[config.mk]
export PLATFORM = sky130hd
export DESIGN_NAME = pgc_gen
export DESIGN_NICKNAME = d
export VERILOG_FILES = /design/src/pgc_pkg.sv /design/src/pgc_timebase.sv /design/src/pgc_gen.sv
export VERILOG_INCLUDE_DIRS = /design/src
export SDC_FILE = /design/constraint.sdc
export NUM_CORES = 1
export LEC_CHECK = 0
export ABC_AREA = 1
export BUFFER_PORTS_ARGS = -buffer_cell sky130_fd_sc_hd__buf_2
export CORE_MARGIN = 1.5
export CORE_UTILIZATION = 35
export DETAILED_ROUTE_END_ITERATION = 16
export HOLD_SLACK_MARGIN = 0.08
export PLACE_DENSITY_LB_ADDON = 0.12
export SYNTH_ARGS = -nofsm -noshare
export SYNTH_HDL_FRONTEND = slang
export SYNTH_SLANG_ARGS = --single-unit
[constraint.sdc]
create_clock -name sys_clk -period 5 [get_ports sys_clk]
set_input_delay 1.5 -clock sys_clk [delete_from_list [all_inputs] [get_ports sys_clk]]
set_output_delay 1.5 -clock sys_clk [all_outputs]
set_load 0.05 [all_outputs]
[src/pgc_map.svh]
`ifndef PGC_MAP_SVH
`define PGC_MAP_SVH

// register byte offsets
`define PGC_CTRL_OFS      8'h00
`define PGC_DUTY_OFS      8'h04
`define PGC_MDUTY_OFS     8'h08
`define PGC_PHASE_OFS     8'h0C
`define PGC_DT_OFS        8'h10
`define PGC_ISTAT_OFS     8'h14
`define PGC_IMASK_OFS     8'h18
`define PGC_STATE_OFS     8'h1C

// control register fields
`define PGC_FLTST_BIT     15
`define PGC_CLST_BIT      14
`define PGC_TRGST_BIT     13
`define PGC_FLTIE_BIT     12
`define PGC_CLIE_BIT      11
`define PGC_TRGIE_BIT     10
`define PGC_ITB_BIT       9
`define PGC_MASTER_DUTY_SEL_BIT      8
`define PGC_DTC_HI        7
`define PGC_DTC_LO        6
`define PGC_EXTERNAL_TIMEBASE_RESET_EN_BIT     1
`define PGC_IUE_BIT       0
// writable control bits: 12..6, 1, 0
`define PGC_CTRL_WMASK    16'h1FC3

// dead-time value field
`define PGC_DT_HI         13
`define PGC_DT_LO         2

// phase field
`define PGC_PH_WMASK      16'hFFFC

// reset values
`define PGC_ZERO16        16'h0000
`define PGC_ZERO32        32'h0000_0000
`define PGC_ZERO12        12'h000

// axi responses
`define PGC_RESP_OKAY     2'b00
`define PGC_RESP_SLVERR   2'b10

`endif

[src/pgc_pkg.sv]
package pgc_pkg;
    typedef enum logic [1:0] {
        PGC_DT_POS,
        PGC_DT_NEG,
        PGC_DT_OFF,
        PGC_DT_RSVD
    } pgc_dtc_t;
endpackage

[src/pgc_timebase.sv]
`timescale 1ns/1ps
`include "pgc_map.svh"
module pgc_timebase (
    // clock and reset
    input  wire logic        sys_clk,
    input  wire logic        rstn,
    // period and restart
    input  wire logic [15:0] period,
    input  wire logic        restart,
    // count out
    output logic      [15:0] count,
    output logic             wrap
);
    logic [15:0] next_count;

    assign wrap       = (count >= period);
    assign next_count = (restart || wrap) ? `PGC_ZERO16
                                          : count + 16'h0001;

    always_ff @(posedge sys_clk or negedge rstn) begin
        if (!rstn) begin
            count <= `PGC_ZERO16;
        end else begin
            count <= next_count;
        end
    end
endmodule // pgc_timebase

[src/pgc_gen.sv]
`timescale 1ns/1ps
`include "pgc_map.svh"
// Notes on behaviour
// - current-limit interrupt enable lets a current-limit event raise an interrupt; clearing it clears its status flag.
// - trigger interrupt enable lets each trigger event raise an interrupt; clearing it clears its status flag.
// - independent time base select takes the period from the phase register, else the primary time base is used.
// - master duty select uses the shared master duty value, else the generator's own duty value.
// - dead-time control 00 applies positive dead time.
// - dead-time control 01 applies negative dead time.
// - dead-time control 10 disables dead time and 11 is reserved and must not be written.
// - control bits five to two are unimplemented and read zero.
// - with external reset enabled the current-limit input restarts the time base only in independent mode.
// - immediate update applies duty writes at once, otherwise at the time base wrap.
// - the generator duty value is 16 bits read/write and resets to zero.
// - dead time comes from an unsigned 12-bit dead-time value.
// - the master duty value is a shared 16-bit register.
module pgc_gen (
    // clock and reset
    input  wire logic        sys_clk,
    input  wire logic        rstn,
    // axi4-lite write address
    input  wire logic [7:0]  s_axi_awaddr,
    input  wire logic        s_axi_awvalid,
    output logic             s_axi_awready,
    // axi4-lite write data
    input  wire logic [31:0] s_axi_wdata,
    input  wire logic [3:0]  s_axi_wstrb,
    input  wire logic        s_axi_wvalid,
    output logic             s_axi_wready,
    // axi4-lite write response
    output logic      [1:0]  s_axi_bresp,
    output logic             s_axi_bvalid,
    input  wire logic        s_axi_bready,
    // axi4-lite read address
    input  wire logic [7:0]  s_axi_araddr,
    input  wire logic        s_axi_arvalid,
    output logic             s_axi_arready,
    // axi4-lite read data
    output logic      [31:0] s_axi_rdata,
    output logic      [1:0]  s_axi_rresp,
    output logic             s_axi_rvalid,
    input  wire logic        s_axi_rready,
    // events and primary time base
    input  wire logic        fault_event,
    input  wire logic        curlimit_event,
    input  wire logic        trigger_event,
    input  wire logic [15:0] primary_count,
    input  wire logic        primary_wrap,
    // generator outputs
    output logic             pwm_high,
    output logic             pwm_low,
    output logic             irq
);
    // registers
    logic [15:0] ctrl;
    logic [15:0] duty;
    logic [15:0] master_duty;
    logic [15:0] phase;
    logic [11:0] deadtime_value;
    logic [15:0] active_duty;
    logic [2:0]  irq_mask;
    logic [11:0] dt_cnt;
    logic        raw_q;
    logic        fault_irq_status;
    logic        curlimit_irq_status;
    logic        trigger_irq_status;

    // write channel latches: address and data taken in either order
    logic        aw_held;
    logic        w_held;
    logic [7:0]  aw_addr;
    logic [31:0] w_data;
    logic [3:0]  w_strb;

    // control fields
    wire fault_irq_enable           = ctrl[`PGC_FLTIE_BIT];
    wire curlimit_irq_enable        = ctrl[`PGC_CLIE_BIT];
    wire trigger_irq_enable         = ctrl[`PGC_TRGIE_BIT];
    wire independent_timebase_sel   = ctrl[`PGC_ITB_BIT];
    wire master_duty_sel            = ctrl[`PGC_MASTER_DUTY_SEL_BIT];
    wire external_timebase_reset_en = ctrl[`PGC_EXTERNAL_TIMEBASE_RESET_EN_BIT];
    wire immediate_update_en        = ctrl[`PGC_IUE_BIT];
    pgc_pkg::pgc_dtc_t deadtime_control;
    assign deadtime_control =
        pgc_pkg::pgc_dtc_t'(ctrl[`PGC_DTC_HI:`PGC_DTC_LO]);

    // bus decode
    assign s_axi_awready = !aw_held && !s_axi_bvalid;
    assign s_axi_wready  = !w_held && !s_axi_bvalid;
    wire aw_fire  = s_axi_awvalid && s_axi_awready;
    wire w_fire   = s_axi_wvalid && s_axi_wready;
    wire have_aw  = aw_held || aw_fire;
    wire have_w   = w_held || w_fire;
    wire wr_go    = have_aw && have_w;
    wire [7:0]  wr_addr = aw_held ? aw_addr : s_axi_awaddr;
    wire [31:0] wr_data = w_held ? w_data : s_axi_wdata;
    wire [3:0]  wr_strb = w_held ? w_strb : s_axi_wstrb;
    wire [15:0] bmask   = {{8{wr_strb[1]}}, {8{wr_strb[0]}}};
    wire wr_ctrl  = wr_go && (wr_addr == `PGC_CTRL_OFS);
    wire wr_duty  = wr_go && (wr_addr == `PGC_DUTY_OFS);
    wire wr_mduty = wr_go && (wr_addr == `PGC_MDUTY_OFS);
    wire wr_phase = wr_go && (wr_addr == `PGC_PHASE_OFS);
    wire wr_dt    = wr_go && (wr_addr == `PGC_DT_OFS);
    wire wr_istat = wr_go && (wr_addr == `PGC_ISTAT_OFS);
    wire wr_imask = wr_go && (wr_addr == `PGC_IMASK_OFS);
    wire wr_known = wr_ctrl || wr_duty || wr_mduty || wr_phase ||
                    wr_dt || wr_istat || wr_imask ||
                    (wr_addr == `PGC_STATE_OFS);
    wire [15:0] wd16 = wr_data[15:0];
    wire [15:0] next_ctrl_w = (ctrl & ~(bmask & `PGC_CTRL_WMASK)) |
                              (wd16 & bmask & `PGC_CTRL_WMASK);

    // time base
    logic [15:0] own_count;
    logic        own_wrap;
    wire tb_restart = external_timebase_reset_en &&
                      independent_timebase_sel && curlimit_event;
    pgc_timebase u_tb (
        .sys_clk (sys_clk),
        .rstn    (rstn),
        .period  (phase),
        .restart (tb_restart),
        .count   (own_count),
        .wrap    (own_wrap)
    );
    wire [15:0] tb_count = independent_timebase_sel ? own_count
                                                    : primary_count;
    wire        tb_wrap  = independent_timebase_sel ? own_wrap
                                                    : primary_wrap;

    // duty selection and update
    wire [15:0] own_duty_register = duty;
    wire [15:0] sel_duty = master_duty_sel ? master_duty
                                           : own_duty_register;
    wire [15:0] next_active = (immediate_update_en || tb_wrap) ? sel_duty
                                                               : active_duty;

    // events set flags only while enabled; set beats any clear
    wire fault_set = fault_event && fault_irq_enable;
    wire cl_set    = curlimit_event && curlimit_irq_enable;
    wire trg_set   = trigger_event && trigger_irq_enable;
    wire [15:0] clr_w1c = wr_istat ? wd16 & bmask : `PGC_ZERO16;
    wire next_fault = fault_set ||
        (fault_irq_status && fault_irq_enable &&
         !clr_w1c[`PGC_FLTST_BIT]);
    wire next_cl = cl_set ||
        (curlimit_irq_status && curlimit_irq_enable &&
         !clr_w1c[`PGC_CLST_BIT]);
    wire next_trg = trg_set ||
        (trigger_irq_status && trigger_irq_enable &&
         !clr_w1c[`PGC_TRGST_BIT]);
    wire [2:0] stat_vec = {fault_irq_status, curlimit_irq_status,
                           trigger_irq_status};
    assign irq = |(stat_vec & irq_mask);

    // dead-time unit
    wire raw_pwm  = (tb_count < active_duty);
    wire dt_off   = (deadtime_control == pgc_pkg::PGC_DT_OFF) ||
                    (deadtime_control == pgc_pkg::PGC_DT_RSVD);
    wire edge_seen = (raw_pwm != raw_q);
    wire dt_busy  = (dt_cnt != `PGC_ZERO12);
    // positive: both off during the gap; negative: both on
    wire gap_level = (deadtime_control == pgc_pkg::PGC_DT_NEG);
    wire [11:0] next_dt_cnt = dt_off ? `PGC_ZERO12 :
                              edge_seen ? deadtime_value :
                              dt_busy ? dt_cnt - 12'h001 : `PGC_ZERO12;
    wire in_gap = !dt_off && (edge_seen || dt_busy);
    wire next_hi = in_gap ? gap_level : raw_pwm;
    wire next_lo = in_gap ? gap_level : !raw_pwm;

    // read path
    wire [15:0] ctrl_rd = {stat_vec, ctrl[12:0]} & ~16'h003C;
    wire [31:0] rd_mux =
        (s_axi_araddr == `PGC_CTRL_OFS)  ? {16'h0000, ctrl_rd} :
        (s_axi_araddr == `PGC_DUTY_OFS)  ? {16'h0000, duty} :
        (s_axi_araddr == `PGC_MDUTY_OFS) ? {16'h0000, master_duty} :
        (s_axi_araddr == `PGC_PHASE_OFS) ? {16'h0000, phase} :
        (s_axi_araddr == `PGC_DT_OFS)    ? {18'h00000, deadtime_value,
                                            2'h0} :
        (s_axi_araddr == `PGC_ISTAT_OFS) ? {16'h0000, stat_vec,
                                            13'h0000} :
        (s_axi_araddr == `PGC_IMASK_OFS) ? {16'h0000, irq_mask,
                                            13'h0000} :
        (s_axi_araddr == `PGC_STATE_OFS) ? {active_duty, tb_count} :
                                           `PGC_ZERO32;
    wire rd_known = (s_axi_araddr <= `PGC_STATE_OFS) &&
                    (s_axi_araddr[1:0] == 2'h0);
    assign s_axi_arready = !s_axi_rvalid;
    wire ar_fire = s_axi_arvalid && s_axi_arready;

    always_ff @(posedge sys_clk or negedge rstn) begin
        if (!rstn) begin
            aw_held <= 1'b0;
            w_held  <= 1'b0;
            aw_addr <= 8'h00;
            w_data  <= `PGC_ZERO32;
            w_strb  <= 4'h0;
        end else begin
            aw_held <= have_aw && !wr_go;
            w_held  <= have_w && !wr_go;
            if (aw_fire) begin
                aw_addr <= s_axi_awaddr;
            end
            if (w_fire) begin
                w_data <= s_axi_wdata;
                w_strb <= s_axi_wstrb;
            end
        end
    end

    always_ff @(posedge sys_clk or negedge rstn) begin
        if (!rstn) begin
            s_axi_bvalid <= 1'b0;
            s_axi_bresp  <= `PGC_RESP_OKAY;
        end else if (wr_go) begin
            s_axi_bvalid <= 1'b1;
            s_axi_bresp  <= wr_known ? `PGC_RESP_OKAY : `PGC_RESP_SLVERR;
        end else if (s_axi_bready) begin
            s_axi_bvalid <= 1'b0;
        end
    end

    always_ff @(posedge sys_clk or negedge rstn) begin
        if (!rstn) begin
            s_axi_rvalid <= 1'b0;
            s_axi_rdata  <= `PGC_ZERO32;
            s_axi_rresp  <= `PGC_RESP_OKAY;
        end else if (ar_fire) begin
            s_axi_rvalid <= 1'b1;
            s_axi_rdata  <= rd_mux;
            s_axi_rresp  <= rd_known ? `PGC_RESP_OKAY : `PGC_RESP_SLVERR;
        end else if (s_axi_rready) begin
            s_axi_rvalid <= 1'b0;
        end
    end

    always_ff @(posedge sys_clk or negedge rstn) begin
        if (!rstn) begin
            ctrl           <= `PGC_ZERO16;
            duty           <= `PGC_ZERO16;
            master_duty    <= `PGC_ZERO16;
            phase          <= `PGC_ZERO16;
            deadtime_value <= `PGC_ZERO12;
            irq_mask       <= 3'h0;
        end else begin
            if (wr_ctrl) ctrl <= next_ctrl_w;
            if (wr_duty) duty <= (duty & ~bmask) | (wd16 & bmask);
            if (wr_mduty) master_duty <= (master_duty & ~bmask) |
                                         (wd16 & bmask);
            if (wr_phase) phase <= (phase & ~(bmask & `PGC_PH_WMASK)) |
                                   (wd16 & bmask & `PGC_PH_WMASK);
            if (wr_dt && wr_strb[1] && wr_strb[0])
                deadtime_value <= wd16[`PGC_DT_HI:`PGC_DT_LO];
            if (wr_imask && wr_strb[1])
                irq_mask <= wd16[15:13];
        end
    end

    // generator state: duty update, status flags, dead-time outputs
    always_ff @(posedge sys_clk or negedge rstn) begin
        if (!rstn) begin
            active_duty         <= `PGC_ZERO16;
            fault_irq_status    <= 1'b0;
            curlimit_irq_status <= 1'b0;
            trigger_irq_status  <= 1'b0;
            dt_cnt              <= `PGC_ZERO12;
            raw_q               <= 1'b0;
            pwm_high            <= 1'b0;
            pwm_low             <= 1'b0;
        end else begin
            active_duty         <= next_active;
            fault_irq_status    <= next_fault;
            curlimit_irq_status <= next_cl;
            trigger_irq_status  <= next_trg;
            dt_cnt              <= next_dt_cnt;
            raw_q               <= raw_pwm;
            pwm_high            <= next_hi;
            pwm_low             <= next_lo;
        end
    end

    // assertions
    cl_flag_clear_a: assert property (@(posedge sys_clk) disable iff (!rstn)
        !curlimit_irq_enable |=> !curlimit_irq_status)
        else $error("current-limit flag set while disabled");
    trg_flag_set_a: assert property (@(posedge sys_clk) disable iff (!rstn)
        (trigger_event && trigger_irq_enable) |=> trigger_irq_status)
        else $error("trigger flag not set");
    flt_flag_set_a: assert property (@(posedge sys_clk) disable iff (!rstn)
        (fault_event && fault_irq_enable) |=> fault_irq_status)
        else $error("fault flag not set");
    ctrl_unimpl_a: assert property (@(posedge sys_clk) disable iff (!rstn)
        (ar_fire && s_axi_araddr == `PGC_CTRL_OFS)
        |=> s_axi_rdata[5:2] == 4'h0)
        else $error("unimplemented control bits read nonzero");
    imm_update_a: assert property (@(posedge sys_clk) disable iff (!rstn)
        immediate_update_en |=> active_duty == $past(sel_duty))
        else $error("immediate duty update missed");
    hold_update_a: assert property (@(posedge sys_clk) disable iff (!rstn)
        (!immediate_update_en && !tb_wrap)
        |=> $stable(active_duty))
        else $error("duty changed outside wrap");
    pos_gap_a: assert property (@(posedge sys_clk) disable iff (!rstn)
        (deadtime_control == pgc_pkg::PGC_DT_POS && edge_seen)
        |=> !pwm_high && !pwm_low)
        else $error("positive dead time not applied");
    neg_gap_a: assert property (@(posedge sys_clk) disable iff (!rstn)
        (deadtime_control == pgc_pkg::PGC_DT_NEG && edge_seen)
        |=> pwm_high && pwm_low)
        else $error("negative dead time not applied");
    dt_off_a: assert property (@(posedge sys_clk) disable iff (!rstn)
        (deadtime_control == pgc_pkg::PGC_DT_OFF)
        |=> pwm_high != pwm_low)
        else $error("outputs overlap with dead time off");
    tb_restart_a: assert property (@(posedge sys_clk) disable iff (!rstn)
        tb_restart |=> own_count == 16'h0000)
        else $error("time base not restarted");
    irq_level_a: assert property (@(posedge sys_clk) disable iff (!rstn)
        (cl_set && irq_mask[1] && !wr_imask) |=> irq)
        else $error("current-limit interrupt not raised");
    cov_cl_irq: cover property (@(posedge sys_clk) disable iff (!rstn)
        cl_set ##1 irq);
    cov_wrap_upd: cover property (@(posedge sys_clk) disable iff (!rstn)
        !immediate_update_en && tb_wrap && sel_duty != active_duty);
    cov_neg_dt: cover property (@(posedge sys_clk) disable iff (!rstn)
        gap_level && in_gap);
endmodule // pgc_gen

==> metrics.md, run 1 <==
| Metric | Value |
|---|---|
| Max VDD drop | `0.344 mV` |
| Via density per instance | `4.94` |
| CTS tree | `done` |
| Share of layout cells above drive strength 1 | `0.153` |
| Clk_lat worst skew | `0.43 ns` |
| Area Growth Syn to Fin | `14.4%` |
| Initial core utilization | `0.356` |
| WP data arrival | `4.03 ns` |
| Cells along the critical path | `buf_2 > nand2_1 > o21ai_0 > ha_1 > a21oi_1 > o21ai_0 > a21oi_1 > nand2_1 > nand2_1 > nand2_1 > a21oi_1 > nor2_1` |
| Average size of a mapped cell | `a little over 8 um2` |
| Clock period minus worst slack | `between 3 and 4 ns` |
| Layout Skew | `roughly 0.0095 ns` |
| Initial antenna violation count | `0` |
| Top cell by count, worst path | `nand2_1` |
| CP Max Fanout | `13` |
| CP peak stage delay | `0.42 ns` |
| H-tree depth | `4` |
| Crit. path cell count | `12` |
| CTS Buf Count | `17` |
| Total core area | `27,000 um2` |
| Endpoints failing hold | `0` |
| CP startpoint | `primary_count[13]` |
| FF+latch count, synth | `~180` |
| CTS sink count | `184` |
| Iteration-0 DRC Markers | `501` |
| Row count | `60` |
| WS Path Type | `input pin to flip-flop` |
| Final hold slack | `0.475 ns` |
| Post-route ant nets | `0` |
| Via count | `7,957` |
| Launching element type of the critical path | `input pin` |
| Synth Warn # | `0` |
| GPL Wtd Cong | `0.833` |
| Final WL | `27.5 mm` |
| Fin crit share | `0.744` |
| MaxCap Viol Count | `0` |
| EDFF count, synth | `0` |
| GRT Total Usage | `0.202` |
| GRT Max-Usage Layer | `met2` |
| Ys flop type | `dfrtp_1` |
| Die width | `169 um` |
| FF-to-FF End | `dt_cnt[10]$_DFF_PN0_` |
| Commonest non-fill, non-tap cell in the layout | `nand2_1` |
| Setup violators final | `0` |
| Final cell utilization of the core | `0.408` |
| Clk root buf | `clkbuf_16` |
| Critical Path RT | `5.31 ns` |
| Die height | `169 um` |
| Slew HR | `0.252` |
| Post-DP HPWL | `20.1 mm` |
| RSZ-0062 raised after global routing | `no` |
| Achievable Freq | `269 MHz` |
| Crit. End Element | `flip-flop` |
| Worst reg2reg setup slack | `1.69 ns` |
| Lkg Pwr | `0.00522 uW` |
| Met3 Use GR | `0.0295` |
| Worst Setup EP | `dt_cnt[10]$_DFF_PN0_` |
| Number of I/O port buffers | `a little over 100` |
| Ant. Diodes | `0` |
| Worst hold path type | `flip-flop to flip-flop` |
| Clock buffer depth | `2` |
| Die ar. | `28,400 um2` |
| Largest net degree at the start of global routing | `79` |
| Fillers | `between 2k and 3k` |
| Drt wl/cell | `17.1 um` |
| Clock slew at reported path FFs | `0.07 ns` |
| Pwr/cell area | `424 nW/um2` |
| Slowest CP cell | `a21oi_1` |
| Met2 Track Usage GR | `0.312` |
| Post-Syn Area | `9600 um2` |
| # hold bufs at CTS | `0` |
| R2R depth | `12` |
| Crit path buffers/inverters | `1` |
| Sequential element share of the synthesized area | `0.480` |
| Slew @ Worst Pin | `1.11 ns` |
| Setup Total Neg Slack | `0 ns` |
| Pre-Repair DR Iteration Count | `5` |
| I/O pin cnt | `123` |
| Async SR Flop Fraction | `1.00` |
| DRC viols | `0` |
| Met1 global-route usage | `0.295` |
| Library cells used by synthesis | `50` |
| Most frequent cells in the layout | `351 x nand2_1, 184 x dfrtp_1, 120 x inv_1` |
| Max-slew violation count | `0` |
| Global-route wire length before repair | `between 40 and 50 mm` |
| Number of global-route vias before repair | `~7.5k` |
| GRT Residual Overflow | `0` |
| Mapped Cells | `1,174` |
| Outcome | `finished clean` |
| Post-CTS Setup Bufs | `0` |
| CTS-repair resized insts | `0` |
| Worst path top cell family by delay | `simple AND/OR/NAND/NOR gates` |
| Layout Nets | `1,371` |
-- logic make-up (layout without fill, tap and decap cells) --
group           after synthesis  in the layout  synth area share
simple gates                508            508             0.231
compound gates              241            241             0.138
buf+inv                     172            268            0.0725
fa+ha+maj                    33             33            0.0430
mux                          16             16            0.0184
other cells                   1              2          0.000391
xor+xnor                     19             19            0.0173
flops                       184            184             0.480
-- cell usage after synthesis, types with 2 or more instances --
cell,count,area share
buf_6,4,0.0047
buf_2,8,0.0042
or2_2,11,0.0072
or2_0,3,0.0020
ha_1,33,0.043
nand3_4,2,0.0036
o221ai_1,3,0.0027
mux2_2,13,0.015
o211ai_1,2,0.0016
buf_1,5,0.0020
clkbuf_1,25,0.0098
xnor2_1,3,0.0027
dfrtp_1,184,0.48
buf_4,2,0.0016
a31o_2,2,0.0018
nor3_1,13,0.0068
a21oi_1,47,0.025
nand3_2,5,0.0052
nor4_1,4,0.0026
a41oi_1,2,0.0018
inv_1,120,0.047
nand3_1,31,0.016
xor2_1,16,0.015
nor2_2,2,0.0013
mux2i_1,3,0.0031
o31ai_1,20,0.016
o22ai_1,2,0.0013
nand3b_1,2,0.0016
nand4_1,15,0.0098
o21ai_1,52,0.027
o21ai_2,5,0.0046
nor3_4,3,0.0051
inv_2,6,0.0023
nor2_1,57,0.022
o21ai_0,103,0.054
nand2_1,352,0.14
-- worst reg2reg max path, delay by kind of cell, from the launching register on --
kind,cells,cell delay [ns]
adders and majority gates,1,0.33
DFF,1,0.39
AOI/OAI and AO/OA,5,1.06
and+or+nand+nor,5,1.10
buffers and inverters,1,0.32
-- through the flow --
step	setup slack, ns	std cells	instance area, um2	total power [uW]
3_3_place_gp	0.823	1581	10400	3310
5_1_grt	1.03	1612	11000	4960
6_report	1.28	1612	11000	4660
3_5_place_dp	0.796	1581	10400	3320
4_1_cts	1.24	1612	11000	4700
2_1_floorplan	1.82	1175	9600	2910
-- where the power goes --
group	internal [uW]	total (uW)	switching, uW
Sequential	1750	1930	186
Combinational	403	1350	950
Clock	764	1370	606
-- layer usage --
layer,share of wire,routed length [um]
met1,0.50,13800
met2,0.44,12200
met3,0.041,1120
met4,0.014,382
met5,0,0
-- worst min-delay path by stage --
| stage | from | endpoint | cells after the start |
|---|---|---|---|
| floorplan | w_data[13]$_DFFE_PN0P_ | w_data[13]$_DFFE_PN0P_ | 2 |
| global placement | w_strb[1]$_DFFE_PN0P_ | w_strb[1]$_DFFE_PN0P_ | 2 |
| detailed placement | w_data[13]$_DFFE_PN0P_ | w_data[13]$_DFFE_PN0P_ | 2 |
| CTS | w_data[13]$_DFFE_PN0P_ | w_data[13]$_DFFE_PN0P_ | 2 |
| global route | w_data[10]$_DFFE_PN0P_ | w_data[10]$_DFFE_PN0P_ | 2 |
| finish | w_strb[1]$_DFFE_PN0P_ | w_strb[1]$_DFFE_PN0P_ | 2 |
-- final cells by class --
type                            count  area [um2]  area share
Inverter                          128         483      0.0440
Tap cell                          341         427      0.0388
Clock inverter                     10         121      0.0110
Timing Repair Buffer              109         584      0.0532
Multi-Input combinational cell    819        4310       0.392
Sequential cell                   184        4600       0.419
Clock buffer                       21         460      0.0419
(Power assumes the default switching activity.)
==> run 2, diff against run 1 <==
--- a/config.mk
+++ b/config.mk
@@ -6,7 +6,7 @@
 export SDC_FILE = /design/constraint.sdc
 export NUM_CORES = 1
 export LEC_CHECK = 0
-export ABC_AREA = 1
+export ABC_AREA = 0
 export BUFFER_PORTS_ARGS = -buffer_cell sky130_fd_sc_hd__buf_2
 export CORE_MARGIN = 1.5
 export CORE_UTILIZATION = 35
==> constraint.sdc (replaced) <==
create_clock -name sys_clk -period 3.9 [get_ports sys_clk]
set_input_delay 1.17 -clock sys_clk [delete_from_list [all_inputs] [get_ports sys_clk]]
set_output_delay 1.17 -clock sys_clk [all_outputs]
set_load 0.05 [all_outputs]
==> run 2 against run 1 <==
Critical path depth decreased by 4. Synthesized area grew 0.63%. Sequential share of layout area fell by 0.76 points. Sequential power up 27%. Clock power rose by 27%. First-iteration DRC count fell by 19%. Core utilization increased by 0.64 points. Largest cell class is now multi-input gates. Combinational power up 19%. Clock-buffer cell count is 4 lower. Via count fell by 14%. Register-to-register slack got worse by 1.2 ns.
==> metrics.md, run 2 <==
| Metric | Value |
|---|---|
| Outcome | `finished clean` |
| Crit path buffers/inverters | `1 (unchanged)` |
| CTS-repair resized insts | `0 (unchanged)` |
| GRT Residual Overflow | `0 (unchanged)` |
| Via density per instance | `5.20 (+5.3%)` |
| Sequential element share of the synthesized area | `0.477 (-0.00298)` |
| HP Start | `s_axi_rdata[16]$_DFFE_PN0P_` |
| Mapped Cells | `858 (-27%)` |
| Area occupied by multi-input gates | `4720 um2 (+9.5%)` |
| Yosys top cell area share | `0.477 (-0.00298)` |
| Pre-Repair DR Iteration Count | `4 (-1)` |
| Initial core utilization | `0.357 (+0.00123)` |
| Global-route wire length before repair | `42.0 mm (-3.6%)` |
| Layout Skew | `0.0184 ns (+0.00887 ns)` |
| Ys flop type | `dfrtp_1` |
| Clk_lat worst skew | `0.44 ns (about the same)` |
| Area Growth Syn to Fin | `15.8%` |
| Achievable Freq | `~290 MHz` |
| Fin worst setup slack | `0.461 ns (-0.816 ns)` |
| Critical Path RT | `4.26 ns (-1.05 ns)` |
| Average size of a mapped cell | `11.3 um2 (+38%)` |
| Iteration-0 DRC Markers | `404 (-19%)` |
| CTS sink count | `184 (unchanged)` |
| Register area | `4600 um2 (unchanged)` |
| Layout Nets | `1,073 (-22%)` |
| Number of I/O port buffers | `102 (unchanged)` |
| Setup Total Neg Slack | `0 ns (unchanged)` |
| Die width | `169 um (+0.31%)` |
| Fin crit share | `0.882` |
| Total core area | `27,000 um2 (+0.28%)` |
| CTS tree | `done` |
| CTS Buf Count | `17 (unchanged)` |
| Drt wl/cell | `20.5 um (+20%)` |
| FF-to-FF End | `dt_cnt[10]$_DFF_PN0_` |
| Clock period minus worst slack | `around 3.4 ns` |
| Async SR Flop Fraction | `1.00 (unchanged)` |
| Post-synth top area cell | `dfrtp_1` |
| Via count | `6,832 (-14%)` |
| Main area contributors after synthesis | `dfrtp_1 48%, mux2_1 8.9%, mux2_2 7.1%` |
| Synth Warn # | `0 (unchanged)` |
| DRC viols | `0 (unchanged)` |
| Most frequent cells in the layout | `184 x dfrtp_1, 101 x buf_2, 76 x mux2_1` |
| Library cells used by synthesis | `62 (+24%)` |
| Post-CTS Setup Bufs | `0 (unchanged)` |
| Ant. Diodes | `0 (unchanged)` |
| Commonest non-fill, non-tap cell in the layout | `dfrtp_1` |
| Clock slew at reported path FFs | `0.08 ns (about the same)` |
| Clock buffer depth | `2 (unchanged)` |
| Die ar. | `28,600 um2 (+0.61%)` |
| Share of layout cells above drive strength 1 | `0.239 (+0.0858)` |
| Commonest cells in the netlist | `184 x dfrtp_1, 76 x mux2_1, 61 x mux2_2` |
| Final WL | `27.0 mm (-1.9%)` |
| WS Path Type | `flip-flop to flip-flop` |
| Endpoints failing hold | `0 (unchanged)` |
| GRT Total Usage | `0.197 (-0.00479)` |
| Worst path top cell family by delay | `flip-flops` |
| Worst hold path stage count | `2 (unchanged)` |
| Number of global-route vias before repair | `6,802 (-9.5%)` |
| Worst hold path type | `flip-flop to flip-flop` |
| MaxCap Viol Count | `0 (unchanged)` |
| Total Power | `5810 uW (+25%)` |
| Post-Syn Area | `9660 um2 (+0.63%)` |
| Slowest CP cell | `dfrtp_1` |
| EDFF count, synth | `0 (unchanged)` |
| WP data arrival | `3.80 ns (-0.23 ns)` |
| Post-DP HPWL | `20.0 mm (-0.43%)` |
| Final cell utilization of the core | `0.414 (+0.00641)` |
| Die height | `169 um (+0.31%)` |
| Max VDD drop | `0.348 mV (+1.2%)` |
| End of the worst hold path | `s_axi_rdata[16]$_DFFE_PN0P_` |
| H-tree depth | `4 (unchanged)` |
| Dpl ws | `0.346 ns (-0.450 ns)` |
| Slew @ Worst Pin | `1.09 ns (-0.0156 ns)` |
| RSZ-0062 raised after global routing | `no` |
| I/O pin cnt | `123 (unchanged)` |
| Row count | `60 (unchanged)` |
| Most common cell in the synthesized netlist | `dfrtp_1` |
| CP Max Fanout | `21 (+8)` |
| Launching element type of the critical path | `flip-flop` |
| Lkg Pwr | `0.00527 uW (+0.93%)` |
| Pwr/cell area | `519 nW/um2 (+22%)` |
| Cells along the critical path | `mux2_2 > ha_1 > nand4_1 > a2111oi_2 > o211ai_1 > nand4b_4 > buf_4 > mux2i_1` |
| FF+latch count, synth | `184 (unchanged)` |
| CP peak stage delay | `1.00 ns (+0.58 ns)` |
| Max-slew violation count | `0 (unchanged)` |
| Worst reg2reg setup slack | `0.46 ns (-1.23 ns)` |
| Fillers | `2,689 (-4.2%)` |
| Post-route ant nets | `0 (unchanged)` |
| Slew HR | `0.268 (+0.0156)` |
| Clk root buf | `clkbuf_16` |
| Largest net degree at the start of global routing | `72 (-8.9%)` |
| R2R depth | `8 (-4)` |
| # hold bufs at CTS | `0 (unchanged)` |
| Initial antenna violation count | `1 (+1)` |
| GPL Wtd Cong | `0.783 (-5.9%)` |
| Crit. End Element | `flip-flop` |
| Setup violators final | `0 (unchanged)` |
## run 2: cell types whose count changed in the layout (fill, tap and decap cells not counted), moves of 11 or more
cell	change
a22oi_1	+13
buf_4	+16
inv_1	-78
mux2_1	+76
mux2_2	+48
mux2i_1	+56
nand2_1	-302
nand2b_1	+13
nand3_1	-17
nor2b_1	+11
o21ai_0	-95
o21ai_1	-32
## run 2: metrics by stage
| step | instance area (um2) | hold WS [ns] | std cells |
|---|---|---|---|
| 2_1_floorplan | 9660 | 0.464 | 859 |
| 3_3_place_gp | 10600 | 0.453 | 1283 |
| 3_5_place_dp | 10600 | 0.455 | 1283 |
| 4_1_cts | 11200 | 0.473 | 1315 |
| 5_1_grt | 11200 | 0.497 | 1315 |
| 6_report | 11200 | 0.462 | 1315 |
## run 2: power breakdown
part | total [uW] | internal, uW | switching, uW
combinational | 1610 | 666 | 944
clock | 1740 | 860 | 878
sequential | 2460 | 2210 | 253
total | 5810 | 3730 | 2080
## run 2: worst max-delay path by stage
stage          slack [ns]                    to               from  cells past startpoint
2_1_floorplan        0.79   dt_cnt[0]$_DFF_PN0_  primary_count[15]                      9
3_3_place_gp         0.32   dt_cnt[8]$_DFF_PN0_  primary_count[15]                     11
3_5_place_dp         0.35   dt_cnt[9]$_DFF_PN0_  primary_count[15]                     11
4_1_cts              0.50   dt_cnt[5]$_DFF_PN0_          flip-flop                      9
5_1_grt              0.28   dt_cnt[9]$_DFF_PN0_          flip-flop                     10
6_report             0.46  dt_cnt[10]$_DFF_PN0_          flip-flop                      8
## run 2: layout make-up
cell class                 count  share of cell area
sequential                   184               0.411
multi-input combinational    591               0.421
clock inverter                15              0.0140
inverter                      42              0.0141
clock buffer                  17              0.0380
tap                          341              0.0381
timing repair buffer         125              0.0629
## run 2: worst register-to-register path, cell delays in order, from the launching register on
cell and delay, ns:
dfrtp_1 1.00, mux2_2 0.47, ha_1 0.33, nand4_1 0.26, a2111oi_2 0.52, o211ai_1 0.20, nand4b_4 0.20, buf_4 0.20
mux2i_1 0.19
## run 2: kinds of logic after synthesis
family,Yosys count,synth area share
XOR/XNOR,23,0.0209
AND/OR/NAND/NOR,200,0.109
multiplexers,197,0.223
flip-flops,184,0.477
other,1,0.000388
adder cells (fa/ha/maj),33,0.0427
AO/OA/AOI/OAI,136,0.0914
buffers and inverters,84,0.0359
## run 2: layer usage
metal,part of all wire,up-vias,wire [um],GRT usage
met5,0.00037,-,10,0
met4,0.0099,2,268,0.0485
met3,0.039,17,1040,0.0306
met2,0.44,125,12000,0.298
met1,0.51,3409,13700,0.294
li1,-,3279,-,-
==> run 3, diff against run 2 <==
--- a/config.mk
+++ b/config.mk
@@ -12,7 +12,6 @@
 export CORE_UTILIZATION = 35
 export DETAILED_ROUTE_END_ITERATION = 16
 export HOLD_SLACK_MARGIN = 0.08
-export PLACE_DENSITY_LB_ADDON = 0.12
 export SYNTH_ARGS = -nofsm -noshare
 export SYNTH_HDL_FRONTEND = slang
 export SYNTH_SLANG_ARGS = --single-unit
==> run 3 against run 2 <==
Sequential share of layout area about the same. Core utilization about the same. Highest routed layer is now met4. Cell area about the same. Sequential power barely moved. Power rose by 0.42%. Non-clock buffer count decreased by 3. Via count increased by 0.81%. Wire length fell by 3.5%. Maximum frequency increased by 4.2%. Sequential cell count is the same. Critical endpoint unchanged. Worst setup slack improved by 0.14 ns.
==> metrics.md, run 3 (same netlist as run 2, synthesis figures left out) <==
| Metric | Value |
|---|---|
| Outcome | `finished clean` |
| Fin crit share | `0.846 (-0.0359)` |
| Clk_lat worst skew | `0.44 ns (about the same)` |
| Slew HR | `0.306 (+0.0383)` |
| Initial antenna violation count | `1 (unchanged)` |
| Share of layout cells above drive strength 1 | `0.237 (-0.00235)` |
| WS Path Type | `flip-flop to flip-flop` |
| DRC viols | `0 (unchanged)` |
| Endpoints failing hold | `0 (unchanged)` |
| Clk root buf | `clkbuf_16` |
| Via density per instance | `5.25 (+0.96%)` |
| H-tree depth | `4 (unchanged)` |
| R2R depth | `9 (+1)` |
| Layout Skew | `0.0103 ns (-0.00810 ns)` |
| Clock buffer depth | `2 (unchanged)` |
| Row count | `60 (unchanged)` |
| CTS tree | `done` |
| Die height | `169 um (unchanged)` |
| Setup Total Neg Slack | `0 ns (unchanged)` |
| Clock power share | `0.301 (+0.002)` |
| Fin worst setup slack | `0.601 ns (+0.140 ns)` |
| Layout Nets | `1,070 (-0.28%)` |
| GRT Total Usage | `0.190 (-0.00698)` |
| WP data arrival | `3.66 ns (-0.14 ns)` |
| Initial core utilization | `0.357 (unchanged)` |
| GRT Residual Overflow | `0 (unchanged)` |
| Die width | `169 um (unchanged)` |
| Setup violators final | `0 (unchanged)` |
| Global-route wire length before repair | `41.0 mm (-2.3%)` |
| Final WL | `26.1 mm (-3.5%)` |
| Worst hold path type | `flip-flop to flip-flop` |
| Clock slew at reported path FFs | `0.07 ns (about the same)` |
| CTS-repair resized insts | `0 (unchanged)` |
| Number of I/O port buffers | `102 (unchanged)` |
| Max VDD drop | `0.479 mV (+38%)` |
| Drt wl/cell | `19.9 um (-3.4%)` |
| Slew @ Worst Pin | `1.04 ns (-0.0573 ns)` |
| MaxCap Viol Count | `0 (unchanged)` |
| Sw Share | `0.346 (-0.0110)` |
| Launching element type of the critical path | `flip-flop` |
| I/O pin cnt | `123 (unchanged)` |
| Sequential share of power | `0.419 (-0.005)` |
| Worst hold path stage count | `2 (unchanged)` |
| RSZ-0062 raised after global routing | `no` |
| Critical Path RT | `4.26 ns (about the same)` |
| Lkg Pwr | `0.00526 uW (-0.16%)` |
| Number of global-route vias before repair | `6,834 (+0.47%)` |
| Largest net degree at the start of global routing | `68 (-5.6%)` |
| Most frequent cells in the layout | `184 x dfrtp_1, 101 x buf_2, 76 x mux2_1` |
| Cell Int Power | `3810 uW (+2.1%)` |
| Achievable Freq | `303 MHz (+4.2%)` |
| Die ar. | `28,600 um2 (unchanged)` |
| Post-route ant nets | `0 (unchanged)` |
| # hold bufs at CTS | `0 (unchanged)` |
| Via count | `6,887 (+0.81%)` |
| Commonest non-fill, non-tap cell in the layout | `dfrtp_1` |
| GPL Wtd Cong | `0.870 (+11%)` |
| Comb pwr share | `0.280 (+0.003)` |
| CTS Buf Count | `17 (unchanged)` |
| Crit. End Element | `flip-flop` |
| Worst reg2reg setup slack | `0.60 ns (+0.14 ns)` |
| Area Growth Syn to Fin | `15.8% (about the same)` |
| CP Max Fanout | `16 (-24%)` |
| Pwr/cell area | `521 nW/um2 (+0.44%)` |
| Pre-Repair DR Iteration Count | `6 (+2)` |
| CTS sink count | `184 (unchanged)` |
| Clock period minus worst slack | `3.30 ns (-0.140 ns)` |
| Dpl ws | `0.346 ns (-0.000413 ns)` |
| Iteration-0 DRC Markers | `519 (+28%)` |
| Total core area | `27,000 um2 (unchanged)` |
| Max-slew violation count | `0 (unchanged)` |
| Post-DP HPWL | `19.3 mm (-3.6%)` |
| Switch Pwr | `2020 uW (-2.7%)` |
| Post-CTS Setup Bufs | `0 (unchanged)` |
run 3: changes by cell type in the layout (fill, tap and decap cells not counted):
cell,previous run,this run
diode_2,0,1
clkinv_8,2,0
inv_6,2,5
buf_12,1,2
clkbuf_8,1,3
bufinv_16,0,1
inv_8,6,2
clkinv_4,3,2
clkinvlp_4,1,2
buf_4,22,18
run 3: worst max-delay path, stage by stage (launching register included):
cell	delay, ns
dfrtp_1	0.84
buf_4	0.28
mux2_1	0.39
ha_1	0.29
o221ai_1	0.12
a2111oi_2	0.50
o211ai_1	0.19
nand4b_4	0.18
buf_4	0.22
mux2i_1	0.20
run 3: power groups by stage:
stage | sequential (uW) | combinational [uW] | clock [uW]
6_report | 2440 | 1640 | 1750
5_1_grt | 2490 | 1800 | 1880
4_1_cts | 2440 | 1640 | 1800
3_5_place_dp | 2480 | 1630 | 0
3_3_place_gp | 2460 | 1610 | 0
2_1_floorplan | 2510 | 1130 | 0
run 3: area by class of cell:
class	instances	area [um2]
Fill cell	2655	15800
Multi-Input combinational cell	591	4720
Antenna cell	1	2.50
Sequential cell	184	4600
Inverter	42	158
Clock inverter	13	134
Clock buffer	19	453
Tap cell	341	427
Timing Repair Buffer	122	694
run 3: stage by stage:
stage               cell area, um2   util  instances  hold WS (ns)  power, uW
finish                       11200  0.414       1313         0.470       5830
global route                 11200  0.414       1312         0.505       6170
CTS                          11200  0.414       1312         0.477       5880
detailed placement           10600  0.392       1280         0.462       4110
global placement             10600  0.392       1280         0.452       4080
floorplan                     9660      -        859         0.464       3640
run 3: metal layers:
layer / track usage / routed length (um) / part of all wire / vias to the layer above
met4: 0.0423 / 242 / 0.0093 / 0
met2: 0.284 / 11300 / 0.43 / 190
li1: - / - / - / 3270
met5: 0 / 0 / 0 / -
met1: 0.284 / 13100 / 0.50 / 3408
met3: 0.0357 / 1400 / 0.054 / 19
run 3: worst paths after layout:
| kind | start | to |
|---|---|---|
| min in group asynchronous | rstn | pwm_low$_DFF_PN0_ |
| max | flip-flop | dt_cnt[10]$_DFF_PN0_ |
| max reg2reg | flip-flop | dt_cnt[10]$_DFF_PN0_ |
| max in group asynchronous | rstn | s_axi_rdata[13]$_DFFE_PN0P_ |
| min | s_axi_rdata[16]$_DFFE_PN0P_ | s_axi_rdata[16]$_DFFE_PN0P_ |
| min reg2reg | s_axi_rdata[16]$_DFFE_PN0P_ | s_axi_rdata[16]$_DFFE_PN0P_ |
